$ cat src/common/arog_consts.vh
// Constants for the range, offset and gain register bank
// How it works
// - Range field bits 6:4 picks full scale 2g,4g,8g,16g,12g; 101-111 reserved. The 12g code shifts right by 2, the same as 8g.
// - Filter enable bit 3 clear bypasses the low-pass filter, set applies it.
// - Bandwidth field bits 2:0 picks cutoff divisor 4.255, 6, 12, 16; others reserved.
// - Results are two's complement, sign-extended, readable at 0x0d through 0x12.
// - X offset is signed: low byte 0x21, upper bits in 0x22 bits 6:0.
// - Y offset at 0x23/0x24 and Z offset at 0x25/0x26, same layout.
// - Offsets and gains load from OTP at init and reset; software may overwrite.
// - Each gain is unsigned nine bits; low byte at 0x27, 0x28, 0x29.
// - Gain top bit sits in bit 7 of each axis offset high register.
`ifndef AROG_CONSTS_VH
`define AROG_CONSTS_VH
// ==========================================
// Register offsets
`define AROG_ADDR_OUT_FIRST   8'h0d
`define AROG_ADDR_OUT_LAST    8'h12
`define AROG_ADDR_SCALE_CTRL  8'h20
`define AROG_ADDR_X_OFF_LOW   8'h21
`define AROG_ADDR_X_OFF_HIGH  8'h22
`define AROG_ADDR_Y_OFF_LOW   8'h23
`define AROG_ADDR_Y_OFF_HIGH  8'h24
`define AROG_ADDR_Z_OFF_LOW   8'h25
`define AROG_ADDR_Z_OFF_HIGH  8'h26
`define AROG_ADDR_X_GAIN_LOW  8'h27
`define AROG_ADDR_Y_GAIN_LOW  8'h28
`define AROG_ADDR_Z_GAIN_LOW  8'h29
// ==========================================
// Field positions and reset values
`define AROG_RANGE_HI         6
`define AROG_RANGE_LO         4
`define AROG_LOWPASS_ENABLE_BIT       3
`define AROG_LPF_HI           2
`define AROG_LPF_LO           0
`define AROG_SCALE_RESET      8'h00
`define AROG_SCALE_MASK       8'h7f
// ==========================================
// Range codes
`define AROG_RANGE_2G         3'h0
`define AROG_RANGE_4G         3'h1
`define AROG_RANGE_8G         3'h2
`define AROG_RANGE_16G        3'h3
`define AROG_RANGE_12G        3'h4
// Bandwidth codes
`define AROG_BW_DIV4P255      3'h1
`define AROG_BW_DIV6          3'h2
`define AROG_BW_DIV12         3'h3
`define AROG_BW_DIV16         3'h5
// Gain unity reference, 256 means x1
`define AROG_GAIN_SHIFT       8
`endif

$ cat src/logic/arog_axis_path.v
// One axis sample path: optional low-pass, offset, gain, range shift
`timescale 1ns/1ps
`default_nettype none
`include "arog_consts.vh"
module arog_axis_path #(
   parameter W = 16
) (
   input  wire          sys_clk_in,
   input  wire          resetn_in,
   input  wire          sample_valid_in,
   input  wire [W-1:0]  sample_in,
   input  wire          lowpass_enable_in,
   input  wire [2:0]    lowpass_bandwidth_sel_in,
   input  wire [2:0]    range_sel_in,
   input  wire [14:0]   offset_in,
   input  wire [8:0]    gain_in,
   output reg  [W-1:0]  result_out,
   output reg           result_valid_out
);
   // ==========================================
   // Filter
   reg  signed [W+3:0]  filt_q;
   reg  [2:0]           shift;
   wire signed [W+3:0]  smp_ext = {{4{sample_in[W-1]}}, sample_in};
   wire signed [W+3:0]  filt_d;
   always @*
   begin
      case (lowpass_bandwidth_sel_in)
         `AROG_BW_DIV4P255: shift = 3'd2;
         `AROG_BW_DIV6:     shift = 3'd3;
         `AROG_BW_DIV12:    shift = 3'd4;
         `AROG_BW_DIV16:    shift = 3'd4;
         default:           shift = 3'd2;
      endcase
   end
   // First order IIR approximates cutoff ratio
   assign filt_d = filt_q + ((smp_ext - filt_q) >>> shift);
   wire signed [W+3:0]  stage1 = lowpass_enable_in ? filt_d : smp_ext;
   // ==========================================
   // Offset, gain, range
   wire signed [W+3:0]  off_ext = {{(W-11){offset_in[14]}}, offset_in};
   wire signed [W+3:0]  biased  = stage1 + off_ext;
   wire signed [W+13:0] scaled  = biased * $signed({1'b0, gain_in});
   wire signed [W+13:0] unity   = scaled >>> `AROG_GAIN_SHIFT;
   reg  signed [W+13:0] ranged;
   always @*
   begin
      case (range_sel_in)
         `AROG_RANGE_2G:  ranged = unity;
         `AROG_RANGE_4G:  ranged = unity >>> 1;
         `AROG_RANGE_8G:  ranged = unity >>> 2;
         `AROG_RANGE_12G: ranged = unity >>> 2;
         `AROG_RANGE_16G: ranged = unity >>> 3;
         default:         ranged = unity;
      endcase
   end
   // Saturate so wrap never flips the sign
   wire signed [W+13:0] maxv = {{15{1'b0}}, {(W-1){1'b1}}};
   wire signed [W+13:0] minv = ~maxv;
   always @(posedge sys_clk_in or negedge resetn_in)
   begin
      if (!resetn_in)
      begin
         filt_q           <= {(W+4){1'b0}};
         result_out       <= {W{1'b0}};
         result_valid_out <= 1'b0;
      end
      else
      begin
         result_valid_out <= sample_valid_in;
         if (sample_valid_in)
         begin
            filt_q <= filt_d;
            if (ranged > maxv)
               result_out <= maxv[W-1:0];
            else if (ranged < minv)
               result_out <= minv[W-1:0];
            else
               result_out <= ranged[W-1:0];
         end
      end
   end
endmodule // arog_axis_path
`default_nettype wire

$ cat src/logic/arog_regs.v
// Range, filter, offset and gain register bank with three axis paths
//
// The address-and-strobe port was decided locally.
`timescale 1ns/1ps
`default_nettype none
`include "arog_consts.vh"
module arog_regs #(
   parameter W = 16
) (
   input  wire          sys_clk_in,
   input  wire          resetn_in,
   input  wire [7:0]    addr_in,
   input  wire [7:0]    wdata_in,
   input  wire          wr_in,
   input  wire          rd_in,
   output reg  [7:0]    rdata_out,
   input  wire          otp_load_in,
   input  wire [14:0]   otp_x_offset_in,
   input  wire [14:0]   otp_y_offset_in,
   input  wire [14:0]   otp_z_offset_in,
   input  wire [8:0]    otp_x_gain_in,
   input  wire [8:0]    otp_y_gain_in,
   input  wire [8:0]    otp_z_gain_in,
   input  wire          sample_valid_in,
   input  wire [3*W-1:0] sample_in,
   output wire [3*W-1:0] result_out,
   output wire [2:0]    result_valid_out,
   output wire [2:0]    range_sel_out,
   output wire          lowpass_enable_out,
   output wire [2:0]    lowpass_bandwidth_sel_out
);
   // ==========================================
   // Registers
   reg  [7:0]   scale_q;
   reg  [14:0]  off_q  [0:2];
   reg  [8:0]   gain_q [0:2];
   reg          load_pend_q;
   assign range_sel_out             = scale_q[`AROG_RANGE_HI:`AROG_RANGE_LO];
   assign lowpass_enable_out        = scale_q[`AROG_LOWPASS_ENABLE_BIT];
   assign lowpass_bandwidth_sel_out = scale_q[`AROG_LPF_HI:`AROG_LPF_LO];
   wire [14:0]  otp_off  [0:2];
   wire [8:0]   otp_gain [0:2];
   assign otp_off[0]  = otp_x_offset_in;
   assign otp_off[1]  = otp_y_offset_in;
   assign otp_off[2]  = otp_z_offset_in;
   assign otp_gain[0] = otp_x_gain_in;
   assign otp_gain[1] = otp_y_gain_in;
   assign otp_gain[2] = otp_z_gain_in;
   // Reset cannot take port values, so load runs on first edge after release
   always @(posedge sys_clk_in or negedge resetn_in)
   begin
      if (!resetn_in)
      begin
         scale_q     <= `AROG_SCALE_RESET;
         load_pend_q <= 1'b1;
      end
      else
      begin
         load_pend_q <= 1'b0;
         if (wr_in && addr_in == `AROG_ADDR_SCALE_CTRL)
            scale_q <= wdata_in & `AROG_SCALE_MASK;
      end
   end
   // ==========================================
   // Per axis calibration
   genvar a;
   generate
      for (a = 0; a < 3; a = a + 1)
      begin : g_axis
         // Full width sums, cut to the byte address on purpose below
         localparam [31:0] OFF_LO_I  = `AROG_ADDR_X_OFF_LOW + 2*a;
         localparam [31:0] OFF_HI_I  = `AROG_ADDR_X_OFF_HIGH + 2*a;
         localparam [31:0] GAIN_LO_I = `AROG_ADDR_X_GAIN_LOW + a;
         wire [7:0] a_off_lo  = OFF_LO_I[7:0];
         wire [7:0] a_off_hi  = OFF_HI_I[7:0];
         wire [7:0] a_gain_lo = GAIN_LO_I[7:0];
         always @(posedge sys_clk_in or negedge resetn_in)
         begin
            if (!resetn_in)
            begin
               off_q[a]  <= 15'h0000;
               gain_q[a] <= 9'h100;
            end
            else if (load_pend_q || otp_load_in)
            begin
               off_q[a]  <= otp_off[a];
               gain_q[a] <= otp_gain[a];
            end
            else if (wr_in)
            begin
               if (addr_in == a_off_lo)
                  off_q[a][7:0] <= wdata_in;
               if (addr_in == a_off_hi)
               begin
                  off_q[a][14:8] <= wdata_in[6:0];
                  gain_q[a][8]   <= wdata_in[7];
               end
               if (addr_in == a_gain_lo)
                  gain_q[a][7:0] <= wdata_in;
            end
         end
         arog_axis_path #(.W(W)) u_path (
            .sys_clk_in               (sys_clk_in),
            .resetn_in                (resetn_in),
            .sample_valid_in          (sample_valid_in),
            .sample_in                (sample_in[a*W +: W]),
            .lowpass_enable_in        (scale_q[`AROG_LOWPASS_ENABLE_BIT]),
            .lowpass_bandwidth_sel_in (scale_q[`AROG_LPF_HI:`AROG_LPF_LO]),
            .range_sel_in             (scale_q[`AROG_RANGE_HI:`AROG_RANGE_LO]),
            .offset_in                (off_q[a]),
            .gain_in                  (gain_q[a]),
            .result_out               (result_out[a*W +: W]),
            .result_valid_out         (result_valid_out[a])
         );
      end
   endgenerate
   // ==========================================
   // Read port
   // Results read back little endian, X low byte at the first address
   wire [7:0] out_idx = addr_in - `AROG_ADDR_OUT_FIRST;
   wire [3*W-1:0] res_all = result_out;
   always @(posedge sys_clk_in or negedge resetn_in)
   begin
      if (!resetn_in)
         rdata_out <= 8'h00;
      else if (rd_in)
      begin
         if (addr_in >= `AROG_ADDR_OUT_FIRST && addr_in <= `AROG_ADDR_OUT_LAST)
            rdata_out <= res_all[out_idx[2:0]*8 +: 8];
         else
            case (addr_in)
               `AROG_ADDR_SCALE_CTRL: rdata_out <= scale_q;
               `AROG_ADDR_X_OFF_LOW:  rdata_out <= off_q[0][7:0];
               `AROG_ADDR_X_OFF_HIGH: rdata_out <= {gain_q[0][8], off_q[0][14:8]};
               `AROG_ADDR_Y_OFF_LOW:  rdata_out <= off_q[1][7:0];
               `AROG_ADDR_Y_OFF_HIGH: rdata_out <= {gain_q[1][8], off_q[1][14:8]};
               `AROG_ADDR_Z_OFF_LOW:  rdata_out <= off_q[2][7:0];
               `AROG_ADDR_Z_OFF_HIGH: rdata_out <= {gain_q[2][8], off_q[2][14:8]};
               `AROG_ADDR_X_GAIN_LOW: rdata_out <= gain_q[0][7:0];
               `AROG_ADDR_Y_GAIN_LOW: rdata_out <= gain_q[1][7:0];
               `AROG_ADDR_Z_GAIN_LOW: rdata_out <= gain_q[2][7:0];
               default:               rdata_out <= 8'h00;
            endcase
      end
   end
endmodule // arog_regs
`default_nettype wire

$ cat config.mk
export PLATFORM = sky130hd
export DESIGN_NAME = arog_regs
export DESIGN_NICKNAME = d
export VERILOG_FILES = /design/src/logic/arog_axis_path.v /design/src/logic/arog_regs.v
export VERILOG_INCLUDE_DIRS = /design/src /design/src/common
export SDC_FILE = /design/constraint.sdc
export NUM_CORES = 2
export LEC_CHECK = 0
export BUFFER_PORTS_ARGS = -buffer_cell sky130_fd_sc_hd__buf_4
export CAP_MARGIN = 20
export CORE_MARGIN = 2
export CORE_UTILIZATION = 50
export DETAILED_ROUTE_END_ITERATION = 6
export HOLD_SLACK_MARGIN = 0.02
export PLACE_DENSITY = 0.74
export SLEW_MARGIN = 10
export SYNTH_ARGS = -nofsm -noshare
export SYNTH_HDL_FRONTEND = slang
export SYNTH_SLANG_ARGS = --single-unit
$ cat constraint.sdc
create_clock -name sys_clk_in -period 14.8 [get_ports sys_clk_in]
set_input_delay 3.7 -clock sys_clk_in [delete_from_list [all_inputs] [get_ports sys_clk_in]]
set_output_delay 3.7 -clock sys_clk_in [all_outputs]
set_load 0.03 [all_outputs]
Word level (Yosys, flattened, before mapping)
Cells that the tools add are included.
- reduce and logical (&&, ||, !) cells: 24
- $add $sub $neg: 10
- equal/unequal tests: 17
- bitwise operators: 0
- div/mod/pow operators: 0
- multiplexer cells: 39
- magnitude comparators: 8
- shift operators: 4
- $mul: 3
- operators by type and width (operator ; number):
    $pmux W21 S3 ; 3
    $mux W16 ; 6
    $mul A20 B10 Y30 ; 3
    $mux W15 ; 6
    $eq A8 B6 Y1 const B ; 10
    $pmux W8 S10 ; 1
    $gt A22 B16 Y1 const B ; 3
    $lt A22 B16 Y1 const B ; 3
    $add A20 B15 Y20 ; 3
    $add A20 B20 Y20 ; 3
    $mux W20 ; 3
    $sshr A20 B3 Y20 ; 3
    $sub A16 B20 Y20 ; 3
    $mux W8 ; 7
    $mux W9 ; 6
    $shiftx A48 B7 Y8 ; 1
    $mux W7 ; 3
    $reduce_bool A2 Y1 ; 10
    $reduce_and A2 Y1 ; 9
    $eq A3 B2 Y1 const B ; 4
    $ge A8 B4 Y1 const B ; 1
    $le A8 B5 Y1 const B ; 1
    $eq A3 B3 Y1 const B ; 2
    $pmux W3 S2 ; 1
    other kinds (6) ; 10
- memory bits (writable): 0
- bits in latches: 0
- memory bits (read-only): 0
- memories: 0
- output and inout port bits: 66
- input bits: 142
- flip-flop bits (word level): 197

Depth between registers and ports, before layout
- depth after elaboration: 12
- depth in mapped cells: 63

Modules after synthesis
A second synthesis with hierarchy kept.
- cells, all modules: 5093
- area, all modules: 41881.4 um^2
- modules (own cells, without submodules) (module ; instances ; sequential area each (um^2) ; area each (um^2) ; cells an instance):
    arog_axis_path at g_axis[0].u_path ; 1 ; 925.9 ; 12389.4 ; 1547
    arog_axis_path at g_axis[2].u_path ; 1 ; 925.9 ; 12281.8 ; 1536
    arog_axis_path at g_axis[1].u_path ; 1 ; 925.9 ; 12099.1 ; 1508
    arog_regs ; 1 ; 2207.1 ; 5111.2 ; 502

Worst setup path after synthesis
Ideal clock, no wire load.
- path kind: in2reg
- from: in sample_in[32]
- to: reg g_axis[2].u_path.result_out[11]
- path slack: -790 ps
- buffers on the path: 1
- arrival time: 15458 ps
- cell stages on the path: 59
- setup time: 132 ps
- path through: inv_1 > ha_1 > inv_1 > fa_1 > a21o_1 > a21oi_1 > o21bai_1 > a21oi_1 > xor2_1 > o21ai_0 > nand2_1 > o21ai_0 > inv_1 > fa_1 > nor2b_1 > o21ai_0 > a21boi_0 > o21ai_0 > [23 not listed] > inv_1 > fa_1 > inv_1 > ha_1 > and2_1 > a22oi_1 > nand3_1 > a31o_2 > or2_2 > a221oi_2 > mux2i_1 > o221ai_1 > nor2_1 > or4b_1 > a211oi_1 > a22o_1 > buf_4 > a21oi_1
- longest elaborated chain between the ends: 10
- elaborated cells between the ends (all ways): 11
- classes of those cells: add/sub (3); mul (1); order compare (2); shift (1); mux (4)
- ends and longest elaborated chain (element ; line ; text):
    from (decl) ; arog_regs.v:25 ; input wire [3*W-1:0] sample_in,
    $sub A16 B20 Y20 ; arog_axis_path.v:37 ; assign filt_d = filt_q + ((smp_ext - filt_q) >>> shift);
    $sshr A20 B3 Y20 ; arog_axis_path.v:37 ;
    $add A20 B20 Y20 ; arog_axis_path.v:37 ;
    $mux W20 (*) ; arog_axis_path.v:38 ; wire signed [W+3:0] stage1 = lowpass_enable_in ? filt_d : smp_ext;
    $add A20 B15 Y20 (*) ; arog_axis_path.v:42 ; wire signed [W+3:0] biased = stage1 + off_ext;
    $mul A20 B10 Y30 (*) ; arog_axis_path.v:43 ; wire signed [W+13:0] scaled = biased * $signed({1'b0, gain_in});
    $pmux W21 S3 ; arog_axis_path.v:48 ; case (range_sel_in)
    $lt A22 B16 Y1 ; arog_axis_path.v:76 ; else if (ranged < minv)
    $mux W16 ; arog_axis_path.v:76 ;
    $mux W16 (*) ; arog_axis_path.v:74 ; if (ranged > maxv)
    to (signal assigned) ; arog_axis_path.v:75 ; result_out <= maxv[W-1:0];
    to (signal assigned) ; arog_axis_path.v:77 ; result_out <= minv[W-1:0];
    to (signal assigned) ; arog_axis_path.v:79 ; result_out <= ranged[W-1:0];
    to (decl) ; arog_axis_path.v:17 ; output reg [W-1:0] result_out,
Mark *: on every way between the ends. The rest lies on a longest branch, timed or not.
A chain may end at the register's enable or synchronous reset.

Final worst setup path
- from: in sample_in[32]
- to: reg g_axis[2].u_path.result_out[2]
The elaborated chain is that of the path after synthesis.

==> results.py <==
metrics = {
    "logic_synthesis": {
        "ys_ff_latch": 197,
        "async_flop_share_pct": 100,
        "syn-num-nets": 5881,
        "synth.distinct_cells": 110,
        "syn_area_um2": 40100,
        "synth.yosys.warnings": 0,
        "synthCells": 4912,
        "synth_edf_count": 0,
        "seq_area_frac_synth_pct": 12.3,
        "ys_dominant_reg_cell": "dfrtp_1",
        "avgSynthCellArea_um2": 8.16,
    },
    "floorplan": {
        "fp.dieH_um": 287,
        "chipWidth_um": 287,
        "die-area_um2": 82500,
        "io_pins": 208,
        "initial_core_util_pct": 50.6,
        "rows": 103,
        "coreArea_um2": 79300,
    },
    "setup_path": {
        "slowest_stage": "fa_1",
        "crit_path_end_kind": "flop",
        "crit_type": "input port to flop",
        "cp_max_fo": 8,
        "required_ns": 15.19,
        "start_kind": "input port",
        "slowest_delay_ns": 0.51,
        "worstPathArrival_ns": 15.52,
        "crit_path_frequent_cell": "fa_1",
    },
    "cts": {
        "clock_latency_ns": 0.54,
        "cts_tree": "built",
        "cts_root_buffer": "clkbuf_16",
        "cts_hold_buf": 0,
        "clock-sinks": 197,
        "cts_buffers": 17,
        "cts_max_level": 4,
        "clkTransAtPathRegs_ns": 0.09,
        "cts_buffer_depth": 2,
    },
    "timing": {
        "relSlewSlack_pct": 16.7,
        "setup_viol_count_final": 43,
        "period_minus_slack_ns": 15.13,
        "final-hold-violation-count": 0,
        "worst_slew_pin_slew_ns": 1.25,
        "slew_viol_final": 0,
        "setup_tns_ns": -7.19,
        "clock_skew_ns": 0.0277,
        "max_freq_mhz": 66.1,
        "rsz0062_at_grt": "true",
        "post-route-period-util_pct": 102,
        "setup_ws_ns": -0.331,
    },
    "routing": {
        "drt-initial-drc-count": 3665,
        "postRouteAntennaNets": 0,
        "drc": 0,
        "viasPerCell": 5.83,
        "wirelength_um": 140000,
        "first_pass_iters": 7,
        "wl_per_cell_um": 20.4,
        "via_count": 39817,
    },
    "global_routing": {
        "grt.total_usage_pct": 33.4,
        "grt_pass1_vias": 39361,
        "grt_pass1_wl_um": 216000,
        "grt_max_degree": 97,
        "antenna_found_initial": 1,
        "overflow": 0,
    },
    "finish": {
        "nets": 6736,
        "fillers": 6589,
        "final_common_cell": "buf_4",
        "drive_gt1_share_pct": 25.4,
        "layout_common_cells": "buf_4 (998), inv_1 (633), nand2_1 (627), fa_1 (425), ha_1 (357)",
        "area_delta_synth_final_pct": 27.2,
    },
    "hold_path": {
        "hold_path_class": "flop to flop",
    },
    "placed_design": {
        "port_buffers": 207,
        "gp_congestion": 0.988,
        "hpwlAfterDp_um": 110000,
    },
    "job": {
        "drv_cap": 0,
    },
    "status": {
        "outcome": "finished with violations",
        "violations": "setup timing",
    },
}
-- flip-flops by register name, summed over array words and instances, names as in the netlist --
name and cells:
g_axis.u_path.filt_q 60, g_axis.u_path.result_out 48, off_q 45, gain_q 27, rdata_out 8, scale_q 7
g_axis.u_path.result_valid_out 1, load_pend_q 1
-- area by class of cell --
cell class                 count  area [um2]  area share, %
antenna                        2        5.00        0.00981
multi-input combinational   3874       33700           66.2
timing repair buffer        1026        7910           15.5
sequential                   197        4940           9.68
clock buffer                  17         425          0.834
tap                         1050        1310           2.58
clock inverter                15         218          0.427
inverter                     651        2450           4.80
-- kinds of logic (layout without fill, tap and decap cells) --
| logic type | Yosys count | count (layout) | synth area share, % |
|---|---|---|---|
| AO/OA/AOI/OAI | 1098 | 1098 | 17.6 |
| XOR/XNOR | 230 | 230 | 5.04 |
| adder cells (fa/ha/maj) | 827 | 827 | 33.9 |
| buffers and inverters | 842 | 1709 | 8.02 |
| flip-flops | 197 | 197 | 12.3 |
| multiplexers | 176 | 176 | 4.90 |
| other | 1 | 3 | 0.00935 |
| AND/OR/NAND/NOR | 1541 | 1542 | 18.1 |
-- routing by layer --
layer	GRT usage [%]	wire (um)	up-vias	part of all wire, %
met5	0	0	-	0
met4	13.1	6860	0	4.9
met3	7.83	14700	415	11
met2	52.2	62200	2019	45
met1	44.8	55900	19264	40
li1	-	-	18119	-
-- cells in the mapped netlist, drive strengths merged, types with 14 or more instances --
| cell | instances | area [um2] |
|---|---|---|
| mux2 | 63 | 709 |
| fa | 435 | 8710 |
| o221ai | 14 | 123 |
| o31ai | 21 | 168 |
| xor2 | 78 | 683 |
| o21bai | 26 | 195 |
| nand3 | 67 | 335 |
| nor3 | 43 | 220 |
| and2 | 300 | 1880 |
| dfrtp | 193 | 4830 |
| o21a | 37 | 278 |
| o21ai | 302 | 1530 |
| a21o | 71 | 533 |
| nor2b | 57 | 357 |
| a222oi | 15 | 150 |
| o211ai | 30 | 230 |
| or3 | 21 | 133 |
| a21boi | 30 | 229 |
| nand4 | 17 | 106 |
| and3 | 38 | 238 |
| ha | 392 | 4900 |
| a22o | 14 | 123 |
| mux2i | 103 | 1030 |
| nor2 | 282 | 1070 |
| nand2b | 30 | 188 |
| clkbuf | 166 | 653 |
| a31oi | 36 | 240 |
| xnor2 | 152 | 1340 |
| inv | 649 | 2440 |
| buf | 25 | 119 |
| a211oi | 45 | 365 |
| nand2 | 643 | 2420 |
| a21oi | 305 | 1530 |
| o22ai | 17 | 106 |
-- worst max-delay path: cells and delay by family --
kind            cells  cell delay, ns
buf+inv            11            1.00
mux                 3            0.67
fa+ha+maj          10            3.84
compound gates     29            4.86
xor+xnor            1            0.11
simple gates        8            1.29
-- final timing paths --
path | depth (start not counted) | from | slack (ns) | endpoint
max | 62 | sample_in[32] | -0.33 | g_axis[2].u_path.result_out[2]
min | 1 | g_axis[0].u_path.filt_q[19] | 0.50 | g_axis[0].u_path.filt_q[19]
max reg2reg | 55 | scale_q[1] | 2.05 | g_axis[2].u_path.result_out[2]
min reg2reg | 1 | g_axis[0].u_path.filt_q[19] | 0.50 | g_axis[0].u_path.filt_q[19]
max in group asynchronous | 3 | resetn_in | 9.46 | scale_q[4]
min in group asynchronous | 1 | resetn_in | 3.17 | g_axis[1].u_path.filt_q[15]
-- through the flow --
step | setup slack, ns | cell area (um2) | std cells | hold slack (ns) | util [%]
after floorplan | 0.00418 | 40400 | 4912 | 0.465 | -
after global placement | -1.10 | 48100 | 6704 | 0.485 | 60.6
after detailed placement | -1.17 | 48100 | 6704 | 0.485 | 60.6
after CTS | -0.196 | 49700 | 6784 | 0.497 | 62.7
after global routing | -0.786 | 51000 | 6831 | 0.515 | 64.4
final | -0.331 | 51000 | 6832 | 0.497 | 64.4
-- repair_timing --
action                                 in CTS  in global routing
buffers inserted                           47                 45
endpoints found under the hold margin       0                  0
gates cloned                                1                  1
pin swaps                                 132                133
gates resized for setup                   151                196
setup endpoints to repair                  48                 48
Power is left out: the tool's default activity adds up to more than one toggle a clock period on the data nets, which glitch-free logic cannot reach.
